<file path="src/include/pgr_pkg.sv">
// Constants for the inset geometry and frame colour register bank.
// Assumes an 8-bit subaddress front end and one 10 MHz processing clock.
package pgr_pkg;

  // ----------------------------------------------------------------
  // Subaddresses
  // ----------------------------------------------------------------
  localparam logic [7:0] ADDR_FRAME_COLOR_TWO = 8'h82;
  localparam logic [7:0] ADDR_INSET_LINE_OFFSET = 8'h86;
  localparam logic [7:0] ADDR_WINDOW_VERTICAL_START = 8'h87;
  localparam logic [7:0] ADDR_WINDOW_LINE_COUNT = 8'h88;
  localparam logic [7:0] ADDR_INSET_PIXEL_OFFSET = 8'h89;
  localparam logic [7:0] ADDR_WINDOW_HORIZONTAL_START = 8'h8A;

  // ----------------------------------------------------------------
  // Reset values
  // ----------------------------------------------------------------
  localparam logic [15:0] RST_FRAME_COLOR_TWO = 16'h501F;
  localparam logic [15:0] RST_INSET_LINE_OFFSET = 16'h0000;
  localparam logic [15:0] RST_WINDOW_VERTICAL_START = 16'h0000;
  localparam logic [15:0] RST_WINDOW_LINE_COUNT = 16'h0000;
  localparam logic [15:0] RST_INSET_PIXEL_OFFSET = 16'h0000;
  localparam logic [15:0] RST_WINDOW_HORIZONTAL_START = 16'h0000;

  // ----------------------------------------------------------------
  // Field layouts
  // ----------------------------------------------------------------
  localparam int CR_LSB = 0;
  localparam int CR_MSB = 4;
  localparam int CB_LSB = 5;
  localparam int CB_MSB = 9;
  localparam int Y_LSB = 10;
  localparam int Y_MSB = 15;
  localparam int CHROMA_PAD = 3;
  localparam int LUMA_PAD = 2;
  localparam int LINE_MSB = 8;
  localparam int LINE_EXT_BIT = 9;
  localparam int PIX_MSB = 7;
  localparam int PIX_EXT_BIT = 8;
  localparam int GROUP_SHIFT = 2;

  // Internal defaults when the external offset setting is off
  localparam logic [8:0] DEF_LINE_OFFSET = 9'h000;
  localparam logic [7:0] DEF_PIXEL_OFFSET = 8'h00;

endpackage : pgr_pkg

</file>
<file path="src/logic/pgr_color_unpack.sv">
// Expands a packed binary-offset frame colour word into 8-bit Y, Cb, Cr.
// Assumes the packed word comes from a register of the same clock.
`timescale 1ns/1ps

module pgr_color_unpack
  import pgr_pkg::*;
(
  input wire logic [15:0] packed_i,
  output logic [7:0] luma_o,
  output logic [7:0] cb_o,
  output logic [7:0] cr_o
);

  // Dropped low bits come back as zero
  assign cr_o = {packed_i[CR_MSB:CR_LSB], {CHROMA_PAD{1'b0}}};
  assign cb_o = {packed_i[CB_MSB:CB_LSB], {CHROMA_PAD{1'b0}}};
  assign luma_o = {packed_i[Y_MSB:Y_LSB], {LUMA_PAD{1'b0}}};

endmodule : pgr_color_unpack

</file>
<file path="src/logic/pgr_window_regs.sv">
// Shadowed register bank for the inset geometry and second frame colour.
// Decodes its own subaddresses; assumes the bus front end and command register sit outside, on the same clock.
`timescale 1ns/1ps

module pgr_window_regs
  import pgr_pkg::*;
(
  input wire logic clock_i,
  input wire logic rst_i,
  input wire logic [7:0] sub_addr_i,
  input wire logic wr_stb_i,
  input wire logic [15:0] wr_data_i,
  input wire logic cmd_wr_i,
  input wire logic field_start_i,
  input wire logic expert_mode_i,
  output logic [15:0] rd_data_o,
  output logic rd_hit_o,
  output logic pending_clear_o,
  output logic pending_o,
  output logic [7:0] frame_luma_o,
  output logic [7:0] frame_cb_o,
  output logic [7:0] frame_cr_o,
  output logic [8:0] line_offset_o,
  output logic [9:0] pixel_offset_o,
  output logic [8:0] vertical_start_o,
  output logic [9:0] horizontal_start_o,
  output logic [8:0] line_count_o,
  output logic line_count_valid_o
);

  // ----------------------------------------------------------------
  // Shadow registers
  // ----------------------------------------------------------------
  logic [15:0] sh_color_q;
  logic [15:0] sh_line_off_q;
  logic [15:0] sh_vstart_q;
  logic [15:0] sh_lcount_q;
  logic [15:0] sh_pix_off_q;
  logic [15:0] sh_hstart_q;

  wire sel_color = sub_addr_i == ADDR_FRAME_COLOR_TWO;
  wire sel_line_off = sub_addr_i == ADDR_INSET_LINE_OFFSET;
  wire sel_vstart = sub_addr_i == ADDR_WINDOW_VERTICAL_START;
  wire sel_lcount = sub_addr_i == ADDR_WINDOW_LINE_COUNT;
  wire sel_pix_off = sub_addr_i == ADDR_INSET_PIXEL_OFFSET;
  wire sel_hstart = sub_addr_i == ADDR_WINDOW_HORIZONTAL_START;
  wire sel_any = sel_color | sel_line_off | sel_vstart | sel_lcount | sel_pix_off | sel_hstart;

  // Whole word kept so readback matches what the host wrote
  always_ff @(posedge clock_i or posedge rst_i) begin
    if (rst_i) begin
      sh_color_q <= RST_FRAME_COLOR_TWO;
      sh_line_off_q <= RST_INSET_LINE_OFFSET;
      sh_vstart_q <= RST_WINDOW_VERTICAL_START;
      sh_lcount_q <= RST_WINDOW_LINE_COUNT;
      sh_pix_off_q <= RST_INSET_PIXEL_OFFSET;
      sh_hstart_q <= RST_WINDOW_HORIZONTAL_START;
    end else if (wr_stb_i) begin
      if (sel_color) sh_color_q <= wr_data_i;
      if (sel_line_off) sh_line_off_q <= wr_data_i;
      if (sel_vstart) sh_vstart_q <= wr_data_i;
      if (sel_lcount) sh_lcount_q <= wr_data_i;
      if (sel_pix_off) sh_pix_off_q <= wr_data_i;
      if (sel_hstart) sh_hstart_q <= wr_data_i;
    end
  end

  // ----------------------------------------------------------------
  // Readback
  // ----------------------------------------------------------------
  logic [15:0] rd_data_d;

  assign rd_data_d = sel_color ? sh_color_q :
                     sel_line_off ? sh_line_off_q :
                     sel_vstart ? sh_vstart_q :
                     sel_lcount ? sh_lcount_q :
                     sel_pix_off ? sh_pix_off_q :
                     sel_hstart ? sh_hstart_q : 16'h0000;

  always_ff @(posedge clock_i or posedge rst_i) begin
    if (rst_i) begin
      rd_data_o <= 16'h0000;
      rd_hit_o <= 1'b0;
    end else begin
      rd_data_o <= rd_data_d;
      rd_hit_o <= sel_any;
    end
  end

  // ----------------------------------------------------------------
  // Command handshake
  // ----------------------------------------------------------------
  // Apply waits for a field start so the picture never tears mid-field.
  // A command arriving with the apply keeps the flag up: set beats clear.
  logic pending_q;
  wire apply = pending_q & field_start_i;
  wire pending_d = cmd_wr_i | (pending_q & ~field_start_i);

  always_ff @(posedge clock_i or posedge rst_i) begin
    if (rst_i) begin
      pending_q <= 1'b0;
      pending_clear_o <= 1'b0;
    end else begin
      pending_q <= pending_d;
      pending_clear_o <= apply & ~cmd_wr_i;
    end
  end

  assign pending_o = pending_q;

  // ----------------------------------------------------------------
  // Active values
  // ----------------------------------------------------------------
  logic [7:0] luma_w;
  logic [7:0] cb_w;
  logic [7:0] cr_w;

  pgr_color_unpack u_unpack (
    .packed_i(sh_color_q),
    .luma_o(luma_w),
    .cb_o(cb_w),
    .cr_o(cr_w)
  );

  // Reserved upper bits are simply never looked at
  wire [8:0] line_off_eff = sh_line_off_q[LINE_EXT_BIT] ?
                            sh_line_off_q[LINE_MSB:0] : DEF_LINE_OFFSET;
  wire [7:0] pix_off_sel = sh_pix_off_q[PIX_EXT_BIT] ?
                           sh_pix_off_q[PIX_MSB:0] : DEF_PIXEL_OFFSET;
  wire [9:0] pix_off_eff = {pix_off_sel, {GROUP_SHIFT{1'b0}}};
  wire [9:0] hstart_eff = {sh_hstart_q[PIX_MSB:0], {GROUP_SHIFT{1'b0}}};

  // Same start value serves source segment (write role) or inset (display role)
  always_ff @(posedge clock_i or posedge rst_i) begin
    if (rst_i) begin
      frame_luma_o <= {RST_FRAME_COLOR_TWO[Y_MSB:Y_LSB], {LUMA_PAD{1'b0}}};
      frame_cb_o <= {RST_FRAME_COLOR_TWO[CB_MSB:CB_LSB], {CHROMA_PAD{1'b0}}};
      frame_cr_o <= {RST_FRAME_COLOR_TWO[CR_MSB:CR_LSB], {CHROMA_PAD{1'b0}}};
      line_offset_o <= DEF_LINE_OFFSET;
      pixel_offset_o <= {DEF_PIXEL_OFFSET, {GROUP_SHIFT{1'b0}}};
      vertical_start_o <= RST_WINDOW_VERTICAL_START[LINE_MSB:0];
      horizontal_start_o <= {RST_WINDOW_HORIZONTAL_START[PIX_MSB:0], {GROUP_SHIFT{1'b0}}};
      line_count_o <= RST_WINDOW_LINE_COUNT[LINE_MSB:0];
      line_count_valid_o <= 1'b0;
    end else if (apply) begin
      frame_luma_o <= luma_w;
      frame_cb_o <= cb_w;
      frame_cr_o <= cr_w;
      line_offset_o <= line_off_eff;
      pixel_offset_o <= pix_off_eff;
      vertical_start_o <= sh_vstart_q[LINE_MSB:0];
      horizontal_start_o <= hstart_eff;
      line_count_o <= sh_lcount_q[LINE_MSB:0];
      line_count_valid_o <= expert_mode_i;
    end
  end
endmodule : pgr_window_regs

</file>
<file path="config.mk">
export PLATFORM = sky130hd
export DESIGN_NAME = pgr_window_regs
export DESIGN_NICKNAME = d
export VERILOG_FILES = /design/src/include/pgr_pkg.sv /design/src/logic/pgr_color_unpack.sv /design/src/logic/pgr_window_regs.sv
export SDC_FILE = /design/constraint.sdc
export NUM_CORES = 1
export LEC_CHECK = 0
export ABC_AREA = 1
export BUFFER_PORTS_ARGS = -buffer_cell sky130_fd_sc_hd__buf_2
export CAP_MARGIN = 20
export CORE_ASPECT_RATIO = 2
export CORE_UTILIZATION = 51
export DETAILED_ROUTE_END_ITERATION = 12
export PLACE_DENSITY = 0.76
export RECOVER_POWER = 25
export SLEW_MARGIN = 0
export SYNTH_ARGS = -nofsm -noshare
export SYNTH_HDL_FRONTEND = slang
export SYNTH_SLANG_ARGS = --single-unit
</file>
<file path="constraint.sdc">
create_clock -name clock_i -period 4.96 [get_ports clock_i]
set_input_delay 0.248 -clock clock_i [delete_from_list [all_inputs] [get_ports clock_i]]
set_output_delay 0.248 -clock clock_i [all_outputs]
set_load 0.005 [all_outputs]
</file>
Yosys cells after proc, flatten, opt, wreduce, memory -nomap -nowiden --
Index checks and enable logic that the tools add are counted.
Storage, ports and cells: flip-flop bits (word level) 175, input port bits 30, output and inout bits 91
Operators by class: eq/ne operators 6, muxes and demuxes 8, bitwise operators 11, reductions and logical operators 6
Operator list (count):
- 2-to-1 mux 16 bit | 6
- equality test 8 bit, second input constant | 6
- AND reduction 2 bit | 6
- 2-to-1 mux 9 bit | 1
- 2-to-1 mux 8 bit | 1
- OR 1 bit | 6
- bitwise AND 1 bit | 3
- inverter 1 bit | 2

Logic depth before layout (Yosys ltp) --
Gate-level depths: netlist (run 1).
depth in word-level cells 7, depth in mapped cells 9, mapped depth without buffers 8

Hierarchy --
Synthesis (run 1) repeated with hierarchy kept, for this count alone.
Unflattened totals: cell total of the unflattened synthesis 776, area total of the unflattened synthesis 7671.1 um^2
By module, submodules not included:
- pgr_window_regs | instances 1, cells an instance 751, area an instance 7487.2 um^2, sequential area each 4596.9 um^2
- pgr_color_unpack | instances 1, cells an instance 25, area an instance 183.9 um^2, sequential area each 0.0 um^2

Least setup slack after synthesis (run 1) --
Ideal clock, no wire load.
path kind reg2reg, start point register pending_q (netlist: pending_o), end point register line_offset_o[3], setup time 0.135 ns, arrival 1.231 ns, data required time 4.825 ns, setup slack 3.594 ns, stages on the path, launching flop included 5, cell sequence dfrtp_1 > nand2_1 > buf_1 > clkbuf_1 > o21ai_0
Between the ends: longest elaborated chain between the ends 1
Ends and longest elaborated chain:
- start, declared | RTL line pgr_window_regs.sv:95 | logic pending_q;
- start signal, assigned | RTL line pgr_window_regs.sv:104 | pending_q <= pending_d;
- bitwise AND 1 bit | RTL line pgr_window_regs.sv:96 | wire apply = pending_q & field_start_i;
- end signal, assigned | RTL line pgr_window_regs.sv:149 | line_offset_o <= line_off_eff;
- end, declared | RTL line pgr_window_regs.sv:23 | output logic [8:0] line_offset_o,
No other way between the ends. A chain may end at the register's enable or synchronous reset.

Worst setup path after layout (run 1) --
start point input sub_addr_i[6], end point register sh_line_off_q[7]
Between the ends: longest elaborated chain between the ends 2
Ends and longest elaborated chain:
- start, declared | RTL line pgr_window_regs.sv:10 | input wire logic [7:0] sub_addr_i,
- equality test 8 bit | RTL line pgr_window_regs.sv:42 | wire sel_line_off = sub_addr_i == ADDR_INSET_LINE_OFFSET;
- AND reduction 2 bit (no line)
- end signal, assigned | RTL line pgr_window_regs.sv:60 | if (sel_line_off) sh_line_off_q <= wr_data_i;
- end, declared | RTL line pgr_window_regs.sv:35 | logic [15:0] sh_line_off_q;
No other way between the ends.

==> results of run 1 <==
-- layout make-up --
class,count,area share
Clock inverter,13,0.0137
Timing Repair Buffer,113,0.0712
Multi-Input combinational cell,473,0.290
Clock buffer,19,0.0525
Sequential cell,175,0.521
Tap cell,189,0.0280
Inverter,52,0.0233
-- through the flow --
stage / worst slack, ns / cell area [sq um] / power (mW) / utilization
2_1_floorplan: 2.48 / 7300 / 1.72 / -
6_report: 2.89 / 8430 / 3.07 / 0.607
3_5_place_dp: 2.27 / 7850 / 1.82 / 0.565
4_1_cts: 2.67 / 8420 / 3.09 / 0.606
5_1_grt: 2.72 / 8430 / 3.19 / 0.607
3_3_place_gp: 2.37 / 7850 / 1.81 / 0.565
-- where the power goes --
part	switching (mW)	leakage, nW	total [mW]	internal (mW)
clock	0.601	0.279	1.28	0.676
sequential	0.0495	2.20	1.56	1.51
combinational	0.140	1.81	0.230	0.0891
-- layer usage --
layer,global-route usage,wire length (um),up-vias
li1,-,-,2606
met1,0.313,7020,2614
met2,0.386,8170,189
met3,0.0429,768,41
met4,0.131,672,0
met5,0,0,-
-- cells in the final DEF (no fill, tap or decap), drive strengths merged, types with 8 or more instances in the layout --
cell type / netlist / layout
nand2: 174 / 174
dfrtp: 161 / 161
buf: 34 / 112
o21ai: 109 / 109
nand3: 65 / 65
inv: 51 / 61
nor2: 42 / 42
mux2: 34 / 34
clkbuf: 19 / 19
nand4: 18 / 18
dfstp: 14 / 14
conb: 1 / 12
o31ai: 8 / 8
-- worst max-delay path: cells and delay by family --
family | cells | cell delay [ns]
compound gates | 1 | 0.09
buf+inv | 4 | 1.06
simple gates | 4 | 0.95
-- sequential cells by signal, summed over array words and instances (netlist names), 5 cells and up --
name and flops:
pixel_offset_o 8, rd_data_o 16, line_count_o 9, line_offset_o 9, sh_lcount_q 16, sh_vstart_q 16
sh_color_q 16, horizontal_start_o 8, vertical_start_o 9, sh_hstart_q 16, frame_luma_o 6, sh_pix_off_q 16
frame_cr_o 5, sh_line_off_q 16, frame_cb_o 5
-- worst paths after layout --
kind / to / slack (ns) / cells after the start
worst max-delay path: sh_line_off_q[7] / 2.89 / 9
worst min-delay path: line_count_valid_o / 0.01 / 3
worst max register to register: vertical_start_o[8] / 3.27 / 2
worst min register to register: line_count_o[8] / 0.48 / 2
max in group asynchronous: sh_vstart_q[15] / 4.14 / 3
min in group clock_i: sh_lcount_q[11] / 0.04 / 3
-- kinds of logic (layout without fill, tap and decap cells) --
| group | count (synthesis) | count (layout) | share of synthesized area |
|---|---|---|---|
| AO/OA/AOI/OAI | 125 | 125 | 0.0914 |
| AND/OR/NAND/NOR | 302 | 302 | 0.185 |
| multiplexers | 34 | 34 | 0.0528 |
| buffers and inverters | 105 | 197 | 0.0637 |
| flip-flops | 175 | 175 | 0.606 |
| other | 1 | 12 | 0.000517 |
-- repair_timing --
item                      4_1_cts  5_1_grt
setup buffers                   0        0
hold buffers                    1        0
hold endpoints to repair        1        0
==> impl_metrics.env, run 1 <==
export IMPL_yosysTopAreaCell="dfrtp_1"
export IMPL_drtAntennaViolNets=0
export IMPL_yosys_cell_count_top_type="nand2_1"
export IMPL_period_share=0.418
export IMPL_die_y_um=171
export IMPL_skew_ns=0.0125
export IMPL_grt_pass1_wl_um=26800
export IMPL_cts_htree_levels=4
export IMPL_crit_arrival_ns=2.37
export IMPL_cpMaxStageDelayCell="buf_4"
export IMPL_viasPerCell=5.27
export IMPL_wl_per_cell_um=16.1
export IMPL_vias=5450
export IMPL_irDropWorstVdd_uv=262
export IMPL_dp_hpwl_um=10800
export IMPL_start_util=0.522
export IMPL_required_ns=5.26
export IMPL_firstDrtPassIters=5
export IMPL_p_leak_nw=4.29
export IMPL_gp_congestion=0.864
export IMPL_syn_cell_area_sq_um=7250
export IMPL_num_rows=61
export IMPL_path_class="in2reg"
export IMPL_slew_viol_final=0
export IMPL_synthTopCellsByArea="dfrtp_1 (56%), nand2_1 (8.7%), mux2_2 (5.3%), o21ai_0 (5.1%), dfstp_2 (5.1%)"
export IMPL_synth_distinct_cells=27
export IMPL_root_buffer="clkbuf_16"
export IMPL_synth_flop_cell="dfrtp_1"
export IMPL_numCtsBuffers=17
export IMPL_r2r_start="pending_o"
export IMPL_setup_viol=0
export IMPL_multi_input_area_sq_um=2440
export IMPL_cts_tree="built"
export IMPL_area_delta_synth_final_pct=16.2
export IMPL_ys_seq_elements=175
export IMPL_worst_setup_path_start_kind="input pin"
export IMPL_hold_ws_ns=0.0112
export IMPL_setup_tns_ns=0
export IMPL_routed_wl_um=16600
export IMPL_grt_overflow_total=0
export IMPL_hp_class="in2async"
export IMPL_fillers=1209
export IMPL_clock_sinks=175
export IMPL_slew_limit_headroom=0.281
export IMPL_fp_dieW_um=86.3
export IMPL_first_global_vias=5187
export IMPL_dieArea_sq_um=14700
export IMPL_grt_util_all_layers=0.242
export IMPL_yosysWarnings=0
export IMPL_place_inst=1000
export IMPL_ios=121
export IMPL_layout_cells_non_filler=1034
export IMPL_synth_edff_count=0
export IMPL_drc=0
export IMPL_status="complete, no violations"
export IMPL_drive_gt1_frac=0.246
export IMPL_tightest_slew_ns=1.07
export IMPL_port_buffers=108
export IMPL_yosysTopAreaCellShare=0.555
export IMPL_first_iter_violations=411
export IMPL_clk_latency_ns=0.43
export IMPL_synthCells=742
export IMPL_worstSetupStartpoint="sub_addr_i[6]"
export IMPL_ctsResizeCount=0
export IMPL_crit_fanout=61
export IMPL_rsz0062_at_grt="false"
export IMPL_crit_chain="buf_2 -> inv_1 -> nand2_1 -> nor2_4 -> buf_4 -> nand4_1 -> buf_4 -> nand2_1 -> o21ai_0"
export IMPL_finalHoldViolations=0
export IMPL_cpPeakStageDelay_ns=0.53
export IMPL_n_antenna_cell=0
export IMPL_ys_seq_area_frac=0.606
export IMPL_avgSynthCellArea_sq_um=9.78
export IMPL_cap_violations=0
export IMPL_cp_end_kind="flip-flop"
export IMPL_powerDensity_nw_per_um2=364
export IMPL_ys_top_cells_by_count="nand2_1 (169), dfrtp_1 (161), o21ai_0 (74)"
export IMPL_seq_area_sq_um=4400
export IMPL_synthArstFlopShare=1.00
export IMPL_clk_pin_slew_ns=0.07
export IMPL_clock_path_buffers=2
export IMPL_fin_crit_ns=2.07
export IMPL_core_sq_um=13900
export IMPL_grt_max_degree=176
export IMPL_fin_nets=862
export IMPL_fmax_mhz=482
export IMPL_antenna_found_initial=0
(Power assumes the default switching activity.)
==> run 2, diff against run 1 <==
==> constraint.sdc (replaced) <==
create_clock -name clock_i -period 1.7 [get_ports clock_i]
set_input_delay 0.085 -clock clock_i [delete_from_list [all_inputs] [get_ports clock_i]]
set_output_delay 0.085 -clock clock_i [all_outputs]
set_load 0.005 [all_outputs]
==> run 2 against run 1 <==
- combinational power rose to 3.3 times the previous value
- register-to-register slack worse by 2.8 ns
- non-clock buffer count up 44
- critical endpoint is now sh_color_q[10]
- largest power group unchanged
- highest routed layer unchanged
==> impl_metrics.env, run 2 (synthesis gave the netlist of run 1 again) <==
export IMPL_drc=0
export IMPL_status="complete, no violations"
export IMPL_antenna_found_initial=1
export IMPL_post_cts_buffers=0
export IMPL_dieArea_sq_um=14700
export IMPL_clk_pin_slew_ns=0.06
export IMPL_die_y_um=171
export IMPL_gp_congestion=0.890
export IMPL_final_area_sq_um=8980
export IMPL_worst_setup_path_start_kind="input pin"
export IMPL_cts_tree="built"
export IMPL_fp_dieW_um=86.3
export IMPL_grt_overflow_total=0
export IMPL_crit_fanout=32
export IMPL_hp_class="in2reg"
export IMPL_r2r_slack_ns=0.45
export IMPL_multi_input_area_sq_um=2430
export IMPL_drive_gt1_frac=0.258
export IMPL_routed_wl_um=18000
export IMPL_clock_path_buffers=2
export IMPL_clock_sinks=175
export IMPL_required_ns=1.98
export IMPL_vias=5748
export IMPL_first_iter_violations=458
export IMPL_cap_violations=0
export IMPL_grt_util_all_layers=0.261
export IMPL_start_util=0.522
export IMPL_viasPerCell=5.33
export IMPL_fin_crit_ns=1.35
export IMPL_grt_pass1_wl_um=28700
export IMPL_crit_arrival_ns=1.63
export IMPL_layout_common_cells="nand2_1 (168), dfrtp_1 (161), buf_2 (108)"
export IMPL_firstDrtPassIters=7
export IMPL_rsz0062_at_grt="false"
export IMPL_place_inst=1026
export IMPL_finish_utilization=0.646
export IMPL_area_delta_synth_final_pct=23.8
export IMPL_setup_viol=0
export IMPL_slew_viol_final=0
export IMPL_ctsResizeCount=0
export IMPL_core_sq_um=13900
export IMPL_layout_cells_non_filler=1079
export IMPL_cp_end_kind="flip-flop"
export IMPL_irDropWorstVdd_uv=858
export IMPL_final_common_cell="nand2_1"
export IMPL_path_class="in2reg"
export IMPL_drtAntennaViolNets=0
export IMPL_hold_ws_ns=0.115
export IMPL_root_buffer="clkbuf_16"
export IMPL_period_share=0.792
export IMPL_slew_limit_headroom=0.165
export IMPL_finalPower_mw=9.61
export IMPL_port_buffers=108
export IMPL_fmax_mhz=742
export IMPL_seq_area_sq_um=4400
export IMPL_grt_max_degree=50
export IMPL_tightest_slew_ns=1.25
export IMPL_placed_area_sq_um=8150
export IMPL_skew_ns=0.00840
export IMPL_fillers=1171
export IMPL_finalHoldViolations=0
export IMPL_p_leak_nw=4.57
export IMPL_first_global_vias=5645
export IMPL_num_rows=61
export IMPL_dp_hpwl_um=12300
export IMPL_clk_latency_ns=0.43
export IMPL_fin_nets=906
export IMPL_wl_per_cell_um=16.6
export IMPL_powerDensity_nw_per_um2=1070
export IMPL_cts_htree_levels=4
export IMPL_numCtsBuffers=17
export IMPL_holdBufCountCts=20
export IMPL_ios=121
[run 2: cell count changes in the layout (fill, tap and decap cells not counted), moves of 4 or more]
cell,delta
buf_12,+8
buf_4,+15
bufinv_16,+4
dlygate4sd3_1,+19
inv_6,-7
[run 2: layout make-up]
| class | instances | share of cell area |
|---|---|---|
| repair buffers | 157 | 0.118 |
| clock inverters | 11 | 0.0196 |
| inverters | 52 | 0.0219 |
| diodes | 1 | 0.000279 |
| multi-input cells | 473 | 0.270 |
| flip-flops and latches | 175 | 0.490 |
| well taps | 189 | 0.0263 |
| clock buffers | 21 | 0.0535 |
[run 2: stage by stage]
stage / setup WS (ns) / TNS [ns]
5_1_grt: 0.199 / 0
3_3_place_gp: 0.280 / 0
3_5_place_dp: 0.264 / 0
6_report: 0.353 / 0
2_1_floorplan: -0.612 / -99.40
4_1_cts: 0.437 / 0
[run 2: final timing paths]
check / end / cells past startpoint / start
worst max-delay path: sh_color_q[10] / 8 / sub_addr_i[6]
worst min-delay path: rd_data_o[12] / 4 / sub_addr_i[2]
worst max register to register: frame_luma_o[3] / 3 / pending_o
worst min register to register: pixel_offset_o[9] / 2 / pixel_offset_o[9]
max in group asynchronous: rd_data_o[10] / 4 / rst_i
min in group asynchronous: rd_data_o[4] / 3 / rst_i
[run 2: per-layer routing]
metal	up-vias	share of wire	GRT usage
li1	2692	-	-
met1	2781	0.40	0.324
met2	232	0.51	0.424
met3	43	0.049	0.0429
met4	0	0.041	0.155
met5	-	0	0
[run 2: critical path: stages]
cell      delay, ns
buf_2          0.10
inv_1          0.04
nand2_1        0.04
nor2_1         0.52
nand3_1        0.14
clkbuf_2       0.41
nand2_1        0.17
o21ai_0        0.11
[run 2: report_power, final]
group          internal (mW)  switching [mW]
sequential              4.42           0.151
clock                   2.63            1.65
combinational          0.327           0.426
==> run 3, diff against run 2 <==
--- a/config.mk
+++ b/config.mk
@@ -5,7 +5,7 @@
 export SDC_FILE = /design/constraint.sdc
 export NUM_CORES = 1
 export LEC_CHECK = 0
-export ABC_AREA = 1
+export ABC_AREA = 0
 export BUFFER_PORTS_ARGS = -buffer_cell sky130_fd_sc_hd__buf_2
 export CAP_MARGIN = 20
 export CORE_ASPECT_RATIO = 2
==> constraint.sdc (replaced) <==
create_clock -name clock_i -period 1.15 [get_ports clock_i]
set_input_delay 0.0575 -clock clock_i [delete_from_list [all_inputs] [get_ports clock_i]]
set_output_delay 0.0575 -clock clock_i [all_outputs]
set_load 0.005 [all_outputs]
==> run 3 against run 2 <==
- the flow now finishes with violations (setup timing)
- register-to-register slack lost 0.64 ns
- via count is 5.0% higher
- die area is 6.4% higher
- synthesized area grew 6.5%
- utilization is 9.1 points higher
- combinational power grew 130%
- global-route usage rose by 5.7 points
- worst setup slack worse by 0.54 ns
- final cell count decreased by 7.9%
- clock skew is 0.0026 ns higher
- flip-flop and latch count stayed put
- sequential share of layout area fell by 8.7 points
- critical path type unchanged
- critical endpoint is now rd_data_o[9]
- largest cell class unchanged
- highest routed layer unchanged
==> impl_metrics.env, run 3 <==
export IMPL_rsz0062_at_grt="true"
export IMPL_n_antenna_cell=0
export IMPL_synthTopCellsByArea="dfrtp_1 (52%), mux2_2 (17%), dfstp_2 (4.8%), mux2_4 (3.9%), a211oi_1 (2.6%)"
export IMPL_yosysTopAreaCell="dfrtp_1"
export IMPL_layout_cells_non_filler=994
export IMPL_path_buf_inv=2
export IMPL_fin_nets=816
export IMPL_tightest_slew_ns=0.629
export IMPL_slew_limit_headroom=0.578
export IMPL_numCtsBuffers=17
export IMPL_port_buffers=108
export IMPL_first_global_vias=6452
export IMPL_dp_hpwl_um=13500
export IMPL_layout_common_cells="dfrtp_1 (161), buf_2 (103), mux2_2 (73)"
export IMPL_required_ns=1.46
export IMPL_yosysTopAreaCellShare=0.521
export IMPL_crit_family="simple AND/OR/NAND/NOR gates"
export IMPL_cts_tree="built"
export IMPL_status="finished with violations"
export IMPL_cts_htree_levels=4
export IMPL_finalHoldViolations=0
export IMPL_place_inst=921
export IMPL_clk_pin_slew_ns=0.07
export IMPL_synth_edff_count=0
export IMPL_clock_sinks=175
export IMPL_yosysWarnings=0
export IMPL_synth_flop_cell="dfrtp_1"
export IMPL_ys_seq_elements=175
export IMPL_firstDrtPassIters=5
export IMPL_ys_top_cells_by_count="dfrtp_1 (161), mux2_2 (116), nand2_1 (29)"
export IMPL_fin_crit_ns=1.34
export IMPL_syn_cell_area_sq_um=7730
export IMPL_period_share=1.16
export IMPL_hold_ws_ns=0.115
export IMPL_synthArstFlopShare=1.00
export IMPL_finish_utilization=0.738
export IMPL_failed_checks="setup timing"
export IMPL_r2r_start="sh_lcount_q[15]"
export IMPL_num_rows=63
export IMPL_irDropWorstVdd_uv=1080
export IMPL_cpMaxStageDelayCell="or4b_4"
export IMPL_core_sq_um=14800
export IMPL_viasPerCell=6.07
export IMPL_area_delta_synth_final_pct=41.5
export IMPL_yosys_cell_count_top_type="dfrtp_1"
export IMPL_wl_per_cell_um=24.5
export IMPL_path_class="in2reg"
export IMPL_final_common_cell="dfrtp_1"
export IMPL_grt_max_degree=55
export IMPL_hold_path_startpoint="sub_addr_i[1]"
export IMPL_worst_setup_path_start_kind="input pin"
export IMPL_synth_distinct_cells=49
export IMPL_start_util=0.521
export IMPL_cp_end_kind="flip-flop"
export IMPL_grt_util_all_layers=0.317
export IMPL_crit_path_frequent_cell="buf_6"
export IMPL_root_buffer="clkbuf_16"
export IMPL_clk_latency_ns=0.44
export IMPL_skew_ns=0.0110
export IMPL_slew_viol_final=0
export IMPL_r2r_slack_ns=-0.19
export IMPL_fmax_mhz=747
export IMPL_synthCells=586
export IMPL_grt_overflow_total=0
export IMPL_p_leak_nw=5.45
export IMPL_antenna_found_initial=0
export IMPL_post_route_worst_setup_slack_ns=-0.189
export IMPL_cap_violations=0
export IMPL_powerDensity_nw_per_um2=1320
export IMPL_clock_path_buffers=2
export IMPL_ios=121
export IMPL_worstSetupStartpoint="sub_addr_i[6]"
export IMPL_ys_seq_area_frac=0.569
export IMPL_grt_pass1_wl_um=36100
export IMPL_die_y_um=176
export IMPL_routed_wl_um=24400
export IMPL_drive_gt1_frac=0.598
export IMPL_fillers=888
export IMPL_gp_congestion=0.889
export IMPL_crit_fanout=7
export IMPL_cpPeakStageDelay_ns=0.61
export IMPL_vias=6035
export IMPL_hp_class="in2reg"
export IMPL_crit_chain="buf_6 -> or4b_4 -> buf_6 -> or3_4 -> nor2_4 -> a211oi_2"
export IMPL_drc=0
export IMPL_fp_dieW_um=89.0
export IMPL_dieArea_sq_um=15700
export IMPL_crit_arrival_ns=1.65
export IMPL_first_iter_violations=476
export IMPL_setup_viol=170
export IMPL_avgSynthCellArea_sq_um=13.2
export IMPL_drtAntennaViolNets=0
[run 3: changes by cell type after synthesis, sizes merged, moves of 13 or more]
cell,change
o221ai,+13
nand4,-16
nand3,-63
nand2,-143
nor2,-22
inv,-39
nor2b,+23
a211oi,+27
o21ai,-85
mux2,+105
[run 3: worst paths after layout]
check,cells past startpoint,end
worst max-delay path,6,rd_data_o[9]
worst min-delay path,3,rd_hit_o
min in group asynchronous,3,line_offset_o[8]
worst min register to register,1,vertical_start_o[3]
worst max register to register,4,rd_data_o[15]
max in group asynchronous,4,line_count_o[6]
[run 3: through the flow]
step	total power [mW]	setup slack, ns	cell area, sq um	TNS [ns]
floorplan	7.43	-1.13	7920	-226.66
global placement	7.91	-0.611	9000	-57.33
detailed placement	7.98	-0.629	9000	-61.06
CTS	14.4	-0.194	10700	-14.29
global route	14.8	-0.220	10900	-18.91
finish	14.4	-0.189	10900	-14.12
[run 3: repair_timing]
item / CTS / global route
resized for setup: 131 / 76
cloned: 12 / 0
setup endpoints to repair: 145 / 178
pin swaps: 23 / 16
hold endpoints to repair: 260 / 0
hold buffers: 20 / 0
setup buffers: 12 / 3
[run 3: worst reg2reg max path: stages (launching register included)]
cell      delay, ns
dfrtp_1        0.38
or4b_4         0.48
o221a_4        0.23
o21ai_2        0.06
a211oi_2       0.08
[run 3: cells by family after synthesis]
group | count (synthesis) | share of synthesized area
AO/OA/AOI/OAI | 100 | 0.0918
buffers and inverters | 63 | 0.0423
flip-flops | 175 | 0.569
multiplexers | 140 | 0.214
other | 1 | 0.000485
AND/OR/NAND/NOR | 107 | 0.0828
[run 3: per-layer routing]
layer | GRT usage | up-vias | wire length [um]
li1 | - | 2505 | -
met1 | 0.347 | 3091 | 8500
met2 | 0.529 | 318 | 13000
met3 | 0.0673 | 121 | 1170
met4 | 0.231 | 0 | 1700
met5 | 0 | - | 0
[run 3: cell type report]
class | instances | area (sq um) | share of cell area
sequential | 175 | 4400 | 0.402
clock buffer | 20 | 447 | 0.0409
inverter | 15 | 57.6 | 0.00526
multi-input combinational | 362 | 3820 | 0.350
clock inverter | 12 | 160 | 0.0147
tap | 195 | 244 | 0.0223
timing repair buffer | 215 | 1800 | 0.165
[run 3: power by group]
group          total (mW)  switching, mW  internal, mW
Sequential           6.66          0.213          6.44
Clock                6.04           2.54          3.50
Combinational        1.75          0.868         0.878
Total                14.4           3.62          10.8
